[config.mk]
export PLATFORM = sky130hd
export DESIGN_NAME = pcb_block
export DESIGN_NICKNAME = d
export VERILOG_FILES = /design/src/hdl/pcb_pkg.sv /design/src/hdl/pcb_cell.sv /design/src/hdl/pcb_block.sv
export SDC_FILE = /design/constraint.sdc
export NUM_CORES = 1
export LEC_CHECK = 0
export BUFFER_PORTS_ARGS = -buffer_cell sky130_fd_sc_hd__buf_4
export CORE_MARGIN = 2
export CORE_UTILIZATION = 55
export CTS_CLUSTER_SIZE = 25
export DETAILED_ROUTE_END_ITERATION = 8
export PLACE_DENSITY = 0.8
export SYNTH_ARGS = -nofsm -noshare
export SYNTH_HDL_FRONTEND = slang
export SYNTH_SLANG_ARGS = --single-unit
[constraint.sdc]
create_clock -name clock -period 3.1 [get_ports clock]
set_clock_uncertainty 0.2 [all_clocks]
set_input_delay 0 -clock clock [delete_from_list [all_inputs] [get_ports clock]]
set_output_delay 0 -clock clock [all_outputs]
set_load 0.05 [all_outputs]
[src/hdl/pcb_pkg.sv]
// Behaviour
// - six registers plus latch per cell
// - ddr uses both in regs, latch, out regs
// - one enable register on falling edge
// - at most four cells per block
// - eight block clock lines per block
// - each cell selects its own controls
// - block clocks reach controls via local routing
// - input clock and enable are separate
// - output and enable regs share clock, enable
// - every cell input may be inverted
// - one clear/set source, clear or set chosen
// - power-up level picks clear or set
// - synchronous clear also available
// - column drives column only, row drives all
// - ddr out: first bit high, second low
// - latch holds high-time data, aligned capture
// - falling enable reg delays enable till fall
package pcb_pkg;
	// ------------------------------------------------------------
	// register map
	// ------------------------------------------------------------
	localparam int ADDR_W = 6;
	localparam int DATA_W = 32;
	localparam logic [5:0] SEL_BASE = 6'h00;
	localparam logic [5:0] MODE_BASE = 6'h10;
	localparam logic [5:0] STATUS_ADDR = 6'h20;
	localparam int SEL_W = 28;
	localparam int MODE_W = 14;
	localparam logic [27:0] SEL_RESET = 28'h8888888;
	localparam logic [13:0] MODE_RESET = 14'h0000;
	// ------------------------------------------------------------
	// field positions
	// ------------------------------------------------------------
	localparam int FS_W = 4;
	localparam int F_CLK_IN = 0;
	localparam int F_CLK_OUT = 4;
	localparam int F_CE_IN = 8;
	localparam int F_CE_OUT = 12;
	localparam int F_OE = 16;
	localparam int F_ACLR = 20;
	localparam int F_SCLR = 24;
	localparam int M_DDR_IN = 0;
	localparam int M_DDR_OUT = 1;
	localparam int M_NEG_OE = 2;
	localparam int M_PWR_HIGH = 3;
	localparam int M_INV = 4;
	localparam int I_CLK_IN = 0;
	localparam int I_CLK_OUT = 1;
	localparam int I_CE_IN = 2;
	localparam int I_CE_OUT = 3;
	localparam int I_OE = 4;
	localparam int I_ACLR = 5;
	localparam int I_SCLR = 6;
	localparam int I_DA = 7;
	localparam int I_DB = 8;
	localparam int I_PAD = 9;
	localparam int ST_PAD = 0;
	localparam int ST_OE = 4;
	localparam int ST_CAP_A = 8;
	localparam int ST_CAP_B = 12;
	// ------------------------------------------------------------
	// sizes
	// ------------------------------------------------------------
	localparam int MAX_CELLS = 4;
	localparam int CORE_LINES = 4;
	localparam int BLK_CLKS = 8;
endpackage : pcb_pkg

[src/hdl/pcb_cell.sv]
`timescale 1ns/100ps
module pcb_cell
(
	input wire logic clock,
	input wire logic rst,
	input wire logic in_rise,
	input wire logic in_hi,
	input wire logic out_rise,
	input wire logic out_fall,
	input wire logic out_hi,
	input wire logic ce_in,
	input wire logic ce_out,
	input wire logic aclr,
	input wire logic sclr,
	input wire logic dout_a,
	input wire logic dout_b,
	input wire logic oe_req,
	input wire logic pad_lvl,
	input wire logic ddr_in,
	input wire logic ddr_out,
	input wire logic neg_oe,
	input wire logic init,
	output logic pad_o,
	output logic pad_oe,
	output logic cap_a,
	output logic cap_b
);
	logic in_lat;
	logic out_a;
	logic out_b;
	logic oe_p;
	logic oe_n;
	logic in_en;
	logic out_en;

	assign in_en = in_rise && ce_in;
	assign out_en = out_rise && ce_out;

	// ------------------------------------------------------------
	// input capture
	// ------------------------------------------------------------
	always_ff @(posedge clock)
	begin
		if (rst)
		begin
			cap_a <= 1'b0;
			cap_b <= 1'b0;
			in_lat <= 1'b0;
		end
		else if (aclr)
		begin
			cap_a <= init;
			cap_b <= init;
			in_lat <= init;
		end
		else
		begin
			if (ddr_in && in_hi && ce_in)
				in_lat <= pad_lvl;
			if (in_en)
			begin
				cap_a <= sclr ? init : pad_lvl;
				if (ddr_in)
					cap_b <= sclr ? init : in_lat;
			end
		end
	end

	// ------------------------------------------------------------
	// output registers
	// ------------------------------------------------------------
	always_ff @(posedge clock)
	begin
		if (rst)
		begin
			out_a <= 1'b0;
			out_b <= 1'b0;
		end
		else if (aclr)
		begin
			out_a <= init;
			out_b <= init;
		end
		else if (out_en)
		begin
			out_a <= sclr ? init : dout_a;
			out_b <= sclr ? init : dout_b;
		end
	end

	// ------------------------------------------------------------
	// drive enable registers
	// ------------------------------------------------------------
	always_ff @(posedge clock)
	begin
		if (rst)
		begin
			oe_p <= 1'b0;
			oe_n <= 1'b0;
		end
		else if (aclr)
		begin
			oe_p <= init;
			oe_n <= init;
		end
		else
		begin
			if (out_en)
				oe_p <= sclr ? init : oe_req;
			if (out_fall && ce_out)
				oe_n <= sclr ? init : oe_p;
		end
	end

	// first bit while clock high, second while low
	assign pad_o = (ddr_out && !out_hi) ? out_b : out_a;
	assign pad_oe = neg_oe ? (oe_p && oe_n) : oe_p;
endmodule : pcb_cell

[src/hdl/pcb_block.sv]
// Local design decisions: the placing of the registers and strobed register access.
`timescale 1ns/100ps
module pcb_block
#(
	parameter int NUM_CELLS = 4,
	parameter bit IS_ROW = 1'b1
)
(
	input wire logic clock,
	input wire logic rst,
	input wire logic [5:0] addr,
	input wire logic [31:0] wdata,
	input wire logic wr,
	input wire logic rd,
	output logic [31:0] rdata,
	input wire logic [7:0] blk_clk,
	input wire logic [3:0] io_clk,
	input wire logic [3:0] data_a,
	input wire logic [3:0] data_b,
	input wire logic [3:0] oe_core,
	input wire logic [3:0] ce_in_core,
	input wire logic [3:0] ce_out_core,
	input wire logic [3:0] aclr_core,
	input wire logic [3:0] sclr_core,
	input wire logic [NUM_CELLS-1:0] pad_i,
	output logic [NUM_CELLS-1:0] pad_o,
	output logic [NUM_CELLS-1:0] pad_oe,
	output logic [2*NUM_CELLS-1:0] to_column,
	output logic [2*NUM_CELLS-1:0] to_row,
	output logic [2*NUM_CELLS-1:0] to_direct
);
	// ------------------------------------------------------------
	// parameter checks
	// ------------------------------------------------------------
	generate
		if (NUM_CELLS < 1 || NUM_CELLS > pcb_pkg::MAX_CELLS)
		begin : g_bad_cells
			$error("cell count must be 1 to 4");
		end
	endgenerate

	// ------------------------------------------------------------
	// helpers
	// ------------------------------------------------------------
	// picks a core line or, via local routing, a block clock line
	function automatic logic pcb_pick
	(
		input logic [3:0] core,
		input logic [7:0] blk,
		input logic [3:0] sel,
		input logic inv
	);
		logic v;
		v = sel[3] ? core[sel[1:0]] : blk[sel[2:0]];
		return v ^ inv;
	endfunction : pcb_pick

	// address of register number idx in a bank
	function automatic logic pcb_hit
	(
		input logic [5:0] a,
		input logic [5:0] base,
		input int idx
	);
		logic [5:0] off;
		off = 6'(idx * 4);
		return a == (base + off);
	endfunction : pcb_hit

	// ------------------------------------------------------------
	// configuration registers
	// ------------------------------------------------------------
	logic [pcb_pkg::SEL_W-1:0] sel_reg [NUM_CELLS];
	logic [pcb_pkg::MODE_W-1:0] mode_reg [NUM_CELLS];

	always_ff @(posedge clock)
	begin
		for (int i = 0; i < NUM_CELLS; i++)
		begin
			if (rst)
				sel_reg[i] <= pcb_pkg::SEL_RESET;
			else if (wr && pcb_hit(addr, pcb_pkg::SEL_BASE, i))
				sel_reg[i] <= wdata[pcb_pkg::SEL_W-1:0];
		end
	end

	always_ff @(posedge clock)
	begin
		for (int i = 0; i < NUM_CELLS; i++)
		begin
			if (rst)
				mode_reg[i] <= pcb_pkg::MODE_RESET;
			else if (wr && pcb_hit(addr, pcb_pkg::MODE_BASE, i))
				mode_reg[i] <= wdata[pcb_pkg::MODE_W-1:0];
		end
	end

	// ------------------------------------------------------------
	// pad input synchronisers
	// ------------------------------------------------------------
	logic [NUM_CELLS-1:0] pad_s1;
	logic [NUM_CELLS-1:0] pad_s2;
	logic [NUM_CELLS-1:0] pad_s3;
	logic [NUM_CELLS-1:0] pad_lvl;
	logic [NUM_CELLS-1:0] pad_agree;

	assign pad_agree = pad_s2 ~^ pad_s3;

	always_ff @(posedge clock)
	begin
		if (rst)
		begin
			pad_s1 <= '0;
			pad_s2 <= '0;
			pad_s3 <= '0;
		end
		else
		begin
			pad_s1 <= pad_i;
			pad_s2 <= pad_s1;
			pad_s3 <= pad_s2;
		end
	end

	// level moves only once two stages agree
	always_ff @(posedge clock)
	begin
		if (rst)
			pad_lvl <= '0;
		else
			pad_lvl <= (pad_agree & pad_s3) | (~pad_agree & pad_lvl);
	end

	// ------------------------------------------------------------
	// per cell control selection and clock edges
	// ------------------------------------------------------------
	logic [NUM_CELLS-1:0] in_lvl;
	logic [NUM_CELLS-1:0] out_lvl;
	logic [NUM_CELLS-1:0] in_prev;
	logic [NUM_CELLS-1:0] out_prev;
	logic [NUM_CELLS-1:0] in_rise;
	logic [NUM_CELLS-1:0] out_rise;
	logic [NUM_CELLS-1:0] out_fall;
	logic [NUM_CELLS-1:0] ce_in;
	logic [NUM_CELLS-1:0] ce_out;
	logic [NUM_CELLS-1:0] oe_req;
	logic [NUM_CELLS-1:0] aclr;
	logic [NUM_CELLS-1:0] sclr;
	logic [NUM_CELLS-1:0] cap_a;
	logic [NUM_CELLS-1:0] cap_b;

	always_ff @(posedge clock)
	begin
		if (rst)
		begin
			in_prev <= '0;
			out_prev <= '0;
		end
		else
		begin
			in_prev <= in_lvl;
			out_prev <= out_lvl;
		end
	end

	assign in_rise = in_lvl & ~in_prev;
	assign out_rise = out_lvl & ~out_prev;
	assign out_fall = ~out_lvl & out_prev;

	generate
		for (genvar i = 0; i < NUM_CELLS; i++)
		begin : g_cell
			logic [pcb_pkg::SEL_W-1:0] s;
			logic [pcb_pkg::MODE_W-1:0] m;
			logic [9:0] inv;
			logic cell_init;

			assign s = sel_reg[i];
			assign m = mode_reg[i];
			assign inv = m[pcb_pkg::M_INV +: 10];
			assign cell_init = m[pcb_pkg::M_PWR_HIGH];

			assign in_lvl[i] = pcb_pick(io_clk, blk_clk,
				s[pcb_pkg::F_CLK_IN +: pcb_pkg::FS_W],
				inv[pcb_pkg::I_CLK_IN]);
			assign out_lvl[i] = pcb_pick(io_clk, blk_clk,
				s[pcb_pkg::F_CLK_OUT +: pcb_pkg::FS_W],
				inv[pcb_pkg::I_CLK_OUT]);
			assign ce_in[i] = pcb_pick(ce_in_core, blk_clk,
				s[pcb_pkg::F_CE_IN +: pcb_pkg::FS_W],
				inv[pcb_pkg::I_CE_IN]);
			assign ce_out[i] = pcb_pick(ce_out_core, blk_clk,
				s[pcb_pkg::F_CE_OUT +: pcb_pkg::FS_W],
				inv[pcb_pkg::I_CE_OUT]);
			assign oe_req[i] = pcb_pick(oe_core, blk_clk,
				s[pcb_pkg::F_OE +: pcb_pkg::FS_W],
				inv[pcb_pkg::I_OE]);
			// one source for every register of the cell
			assign aclr[i] = pcb_pick(aclr_core, blk_clk,
				s[pcb_pkg::F_ACLR +: pcb_pkg::FS_W],
				inv[pcb_pkg::I_ACLR]);
			assign sclr[i] = pcb_pick(sclr_core, blk_clk,
				s[pcb_pkg::F_SCLR +: pcb_pkg::FS_W],
				inv[pcb_pkg::I_SCLR]);

			pcb_cell u_cell
			(
				.clock(clock),
				.rst(rst),
				.in_rise(in_rise[i]),
				.in_hi(in_lvl[i]),
				.out_rise(out_rise[i]),
				.out_fall(out_fall[i]),
				.out_hi(out_lvl[i]),
				.ce_in(ce_in[i]),
				.ce_out(ce_out[i]),
				.aclr(aclr[i]),
				.sclr(sclr[i]),
				.dout_a(data_a[i] ^ inv[pcb_pkg::I_DA]),
				.dout_b(data_b[i] ^ inv[pcb_pkg::I_DB]),
				.oe_req(oe_req[i]),
				.pad_lvl(pad_lvl[i] ^ inv[pcb_pkg::I_PAD]),
				.ddr_in(m[pcb_pkg::M_DDR_IN]),
				.ddr_out(m[pcb_pkg::M_DDR_OUT]),
				.neg_oe(m[pcb_pkg::M_NEG_OE]),
				.init(cell_init),
				.pad_o(pad_o[i]),
				.pad_oe(pad_oe[i]),
				.cap_a(cap_a[i]),
				.cap_b(cap_b[i])
			);

			assign to_column[2*i] = cap_a[i];
			assign to_column[2*i+1] = cap_b[i];
		end
	endgenerate

	// ------------------------------------------------------------
	// interconnect drive
	// ------------------------------------------------------------
	generate
		if (IS_ROW)
		begin : g_row
			assign to_row = to_column;
			assign to_direct = to_column;
		end
		else
		begin : g_col
			assign to_row = '0;
			assign to_direct = '0;
		end
	endgenerate

	// ------------------------------------------------------------
	// register read
	// ------------------------------------------------------------
	logic [31:0] next_rdata;

	always_comb
	begin
		next_rdata = '0;
		for (int i = 0; i < NUM_CELLS; i++)
		begin
			if (pcb_hit(addr, pcb_pkg::SEL_BASE, i))
				next_rdata = {4'h0, sel_reg[i]};
			if (pcb_hit(addr, pcb_pkg::MODE_BASE, i))
				next_rdata = {18'h00000, mode_reg[i]};
		end
		if (addr == pcb_pkg::STATUS_ADDR)
		begin
			for (int i = 0; i < NUM_CELLS; i++)
			begin
				next_rdata[pcb_pkg::ST_PAD + i] = pad_lvl[i];
				next_rdata[pcb_pkg::ST_OE + i] = pad_oe[i];
				next_rdata[pcb_pkg::ST_CAP_A + i] = cap_a[i];
				next_rdata[pcb_pkg::ST_CAP_B + i] = cap_b[i];
			end
		end
	end

	// data stand only in the cycle after the read
	always_ff @(posedge clock)
	begin
		if (rst)
			rdata <= '0;
		else if (rd)
			rdata <= next_rdata;
		else
			rdata <= '0;
	end
endmodule : pcb_block

==> results.toml <==
[run_status]
status = "completed"

[cells_and_area]
largest_reg_flops = 112
final_cells = 1680
drive_gt1_frac = 0.234
syn2layout_area_growth_pct = 18.0
fin_area_mm2 = 0.0168
nNetsFinal = 1413

[synthesis]
synth.area.top_cells = "edfxtp_1, dfxtp_1, mux4_2, and2_1, mux2i_1"
synth_cell_type_count = 72
syn_avg_cell_area_um2 = 11.9
synth_ff_type = "edfxtp_1"
synth.top_cell.area_share = 0.355
async_flop_share = 0
syn_area_mm2 = 0.0142
synth-warning-count = 0
syn-instance-count = 1189
seq_area_frac_synth = 0.468
synth_top_cell_by_area = "edfxtp_1"
synth_edf_count = 168
ys_seq_elements = 248

[floorplan]
initial_core_util = 0.563
die_h_um = 165
core_mm2 = 0.0253
ios = 150
fp-row-count = 58
die_x_um = 165
die-area_mm2 = 0.0271

[critical_path]
worstSetupStartpointType = "flop"
worstSetupPathType = "reg2out"
crit_top_cell = "nand2_1"
max_stage_delay_ps = 550
critical-path-slowest-cell = "mux4_2"
rrSetupSlack_ps = 280
crit_fanout = 4
critical_path_arrival_ps = 2800
endpoint_kind = "primary output"
r2r-end = "g_cell[3].u_cell.oe_p"
critPathRequiredTime_ps = 2900
r2r-start = "sel_reg[3][20]"
crit_chain = "mux4_2 > mux2i_4 > mux2i_1 > nand2_1 > nand2_1 > mux2_1 > buf_4"
reg2reg_depth = 6

[detailed_routing]
routedWlPerCell_um = 26.5
met1_length_mm = 16.1
dr.pass1.iters = 6
met3_length_mm = 5.82
route.detailed.drc = 0
top_layer_used = "met4"
wl_met2_mm = 20.1
drt_iter0_drc = 1977
vias_per_cell = 6.73
routed_wl_mm = 44.5
drtAntennaViolNets = 0
vias = 11300

[min_path]
hold_depth = 5
hp-class = "in2reg"
hp-start = "io_clk[1]"
min_to = "in_prev[3]"

[sta]
min_period_ps = 3000
worst_slew_pin_slew_ps = 866
slew_violations = 0
finalSetupViolCount = 0
fin_crit_sh = 0.967
hold_viol = 0
slew_headroom = 0.421
fmax_mhz = 333

[placement]
dp_hpwl_mm = 30.4
numPlacedInstances = 1564
placed_area_mm2 = 0.0151
numPortBuffers = 141
place.gp.congestion = 0.989

[grt]
antenna_found_initial = 1
grt_pass1_vias = 10600
track_usage = 0.329
grt_pass1_wl_mm = 66.0
grt_overflow_total = 0
grt_max_degree = 57

[power_and_ir_drop]
p_comb_frac = 0.190
p_leak_nw = 6.20
p_int_mw = 6.61
seqPwrFrac = 0.431
p_per_area_mw_per_mm2 = 554
clkPwrFrac = 0.379
sw_frac_of_total = 0.288
p_sw_mw = 2.67
worst_ir_drop_vdd_mv = 0.541

[clock_network]
root_buffer = "clkbuf_16"
cts-htree-levels = 1
cts.sinks = 248
clock_path_buffers = 3
cts_made_buffers = 28
cts_tree = "built"
insertion_delay_ps = 550
path_clk_slew_ps = 60

[run]
cap_violations = 0
-- cell usage in the layout, fill, tap and decap left out, drive strengths merged, types with 18 or more instances in the layout --
cell         count
a21oi           40
a22oi           51
and2           145
buf            171
clkbuf          39
dfxtp           80
dlygate4sd3     55
edfxtp         168
mux2i           68
mux4            71
nand2           61
nand3           32
nor2            33
nor2b           34
o21ai           20
or3             28
xnor2           31
xor2            18
-- synthesized netlist by cell type, types with 32 or more instances --
cell type	number
clkbuf_1	41
and2_1	145
dfxtp_1	80
a22oi_1	51
a21oi_1	38
nor2b_1	34
mux2i_1	66
nand3_1	32
nand2_1	61
edfxtp_1	168
mux4_2	69
buf_4	40
nor2_1	33
-- what timing repair did --
item                       CTS  global route
hold buffers                55             0
buffers inserted             4             4
pin swaps                    1             0
resized for setup            3             4
hold endpoints to repair   242             0
setup endpoints to repair    4             3
-- worst max-delay path, delay by kind of cell (launching register included) --
family,cells,cell delay (ps)
buf+inv,1,190
flops,1,410
mux,4,1360
simple gates,2,280
-- final cells by class --
type | instances | area, µm²
Inverter | 15 | 56.3
Sequential cell | 248 | 6650
Clock buffer | 39 | 850
Clock inverter | 13 | 145
Fill cell | 1876 | 8490
Tap cell | 330 | 413
Antenna cell | 1 | 2.50
Multi-Input combinational cell | 808 | 6800
Timing Repair Buffer | 226 | 1850
-- metrics by stage --
| stage | TNS (ps) | hold slack [ps] | worst slack (ps) | utilization | power, mW |
|---|---|---|---|---|---|
| 3_5_place_dp | 0 | 17.5 | 328 | 0.599 | 5.71 |
| 4_1_cts | 0 | 4.95 | 32.5 | 0.662 | 9.23 |
| 2_1_floorplan | 0 | -71.8 | 550 | - | 5.23 |
| 3_3_place_gp | 0 | 14.6 | 420 | 0.599 | 5.66 |
| 6_report | 0 | 13.3 | 101 | 0.664 | 9.29 |
| 5_1_grt | -19.4 | 30.9 | -19.4 | 0.664 | 9.51 |
-- power by group through the flow --
stage | clock network (mW) | registers [mW] | logic, mW
6_report | 3.52 | 4.00 | 1.77
5_1_grt | 3.64 | 4.02 | 1.85
4_1_cts | 3.52 | 3.99 | 1.72
3_5_place_dp | 0 | 4.06 | 1.64
3_3_place_gp | 0 | 4.05 | 1.61
2_1_floorplan | 0 | 3.96 | 1.27
-- per-layer routing --
metal	vias to the layer above	GRT usage
met3	157	0.0681
met5	-	0
met1	5414	0.446
met2	959	0.515
li1	4783	-
met4	0	0.147
-- kinds of logic (layout without fill, tap and decap cells) --
group / Yosys count / in the layout / share of synthesized area
other cells: 1 / 5 / 0.000264
simple gates: 380 / 380 / 0.148
buf+inv: 136 / 293 / 0.0566
compound gates: 223 / 223 / 0.119
flops: 248 / 248 / 0.468
xor+xnor: 49 / 49 / 0.0350
mux: 152 / 152 / 0.174
-- worst max path at each step --
stage / from / end / slack (ps) / cells past startpoint
2_1_floorplan: addr[3] / sel_reg[0][0] / 550 / 6
3_3_place_gp: sel_reg[1][20] / g_cell[1].u_cell.cap_b / 420 / 6
3_5_place_dp: sel_reg[3][20] / g_cell[3].u_cell.out_a / 330 / 6
4_1_cts: sel_reg[1][4] / pad_o[1] / 30 / 7
5_1_grt: sel_reg[1][4] / pad_o[1] / -20 / 9
6_report: sel_reg[0][4] / pad_o[0] / 100 / 7
No activity file was read; power rests on OpenSTA's default activity.
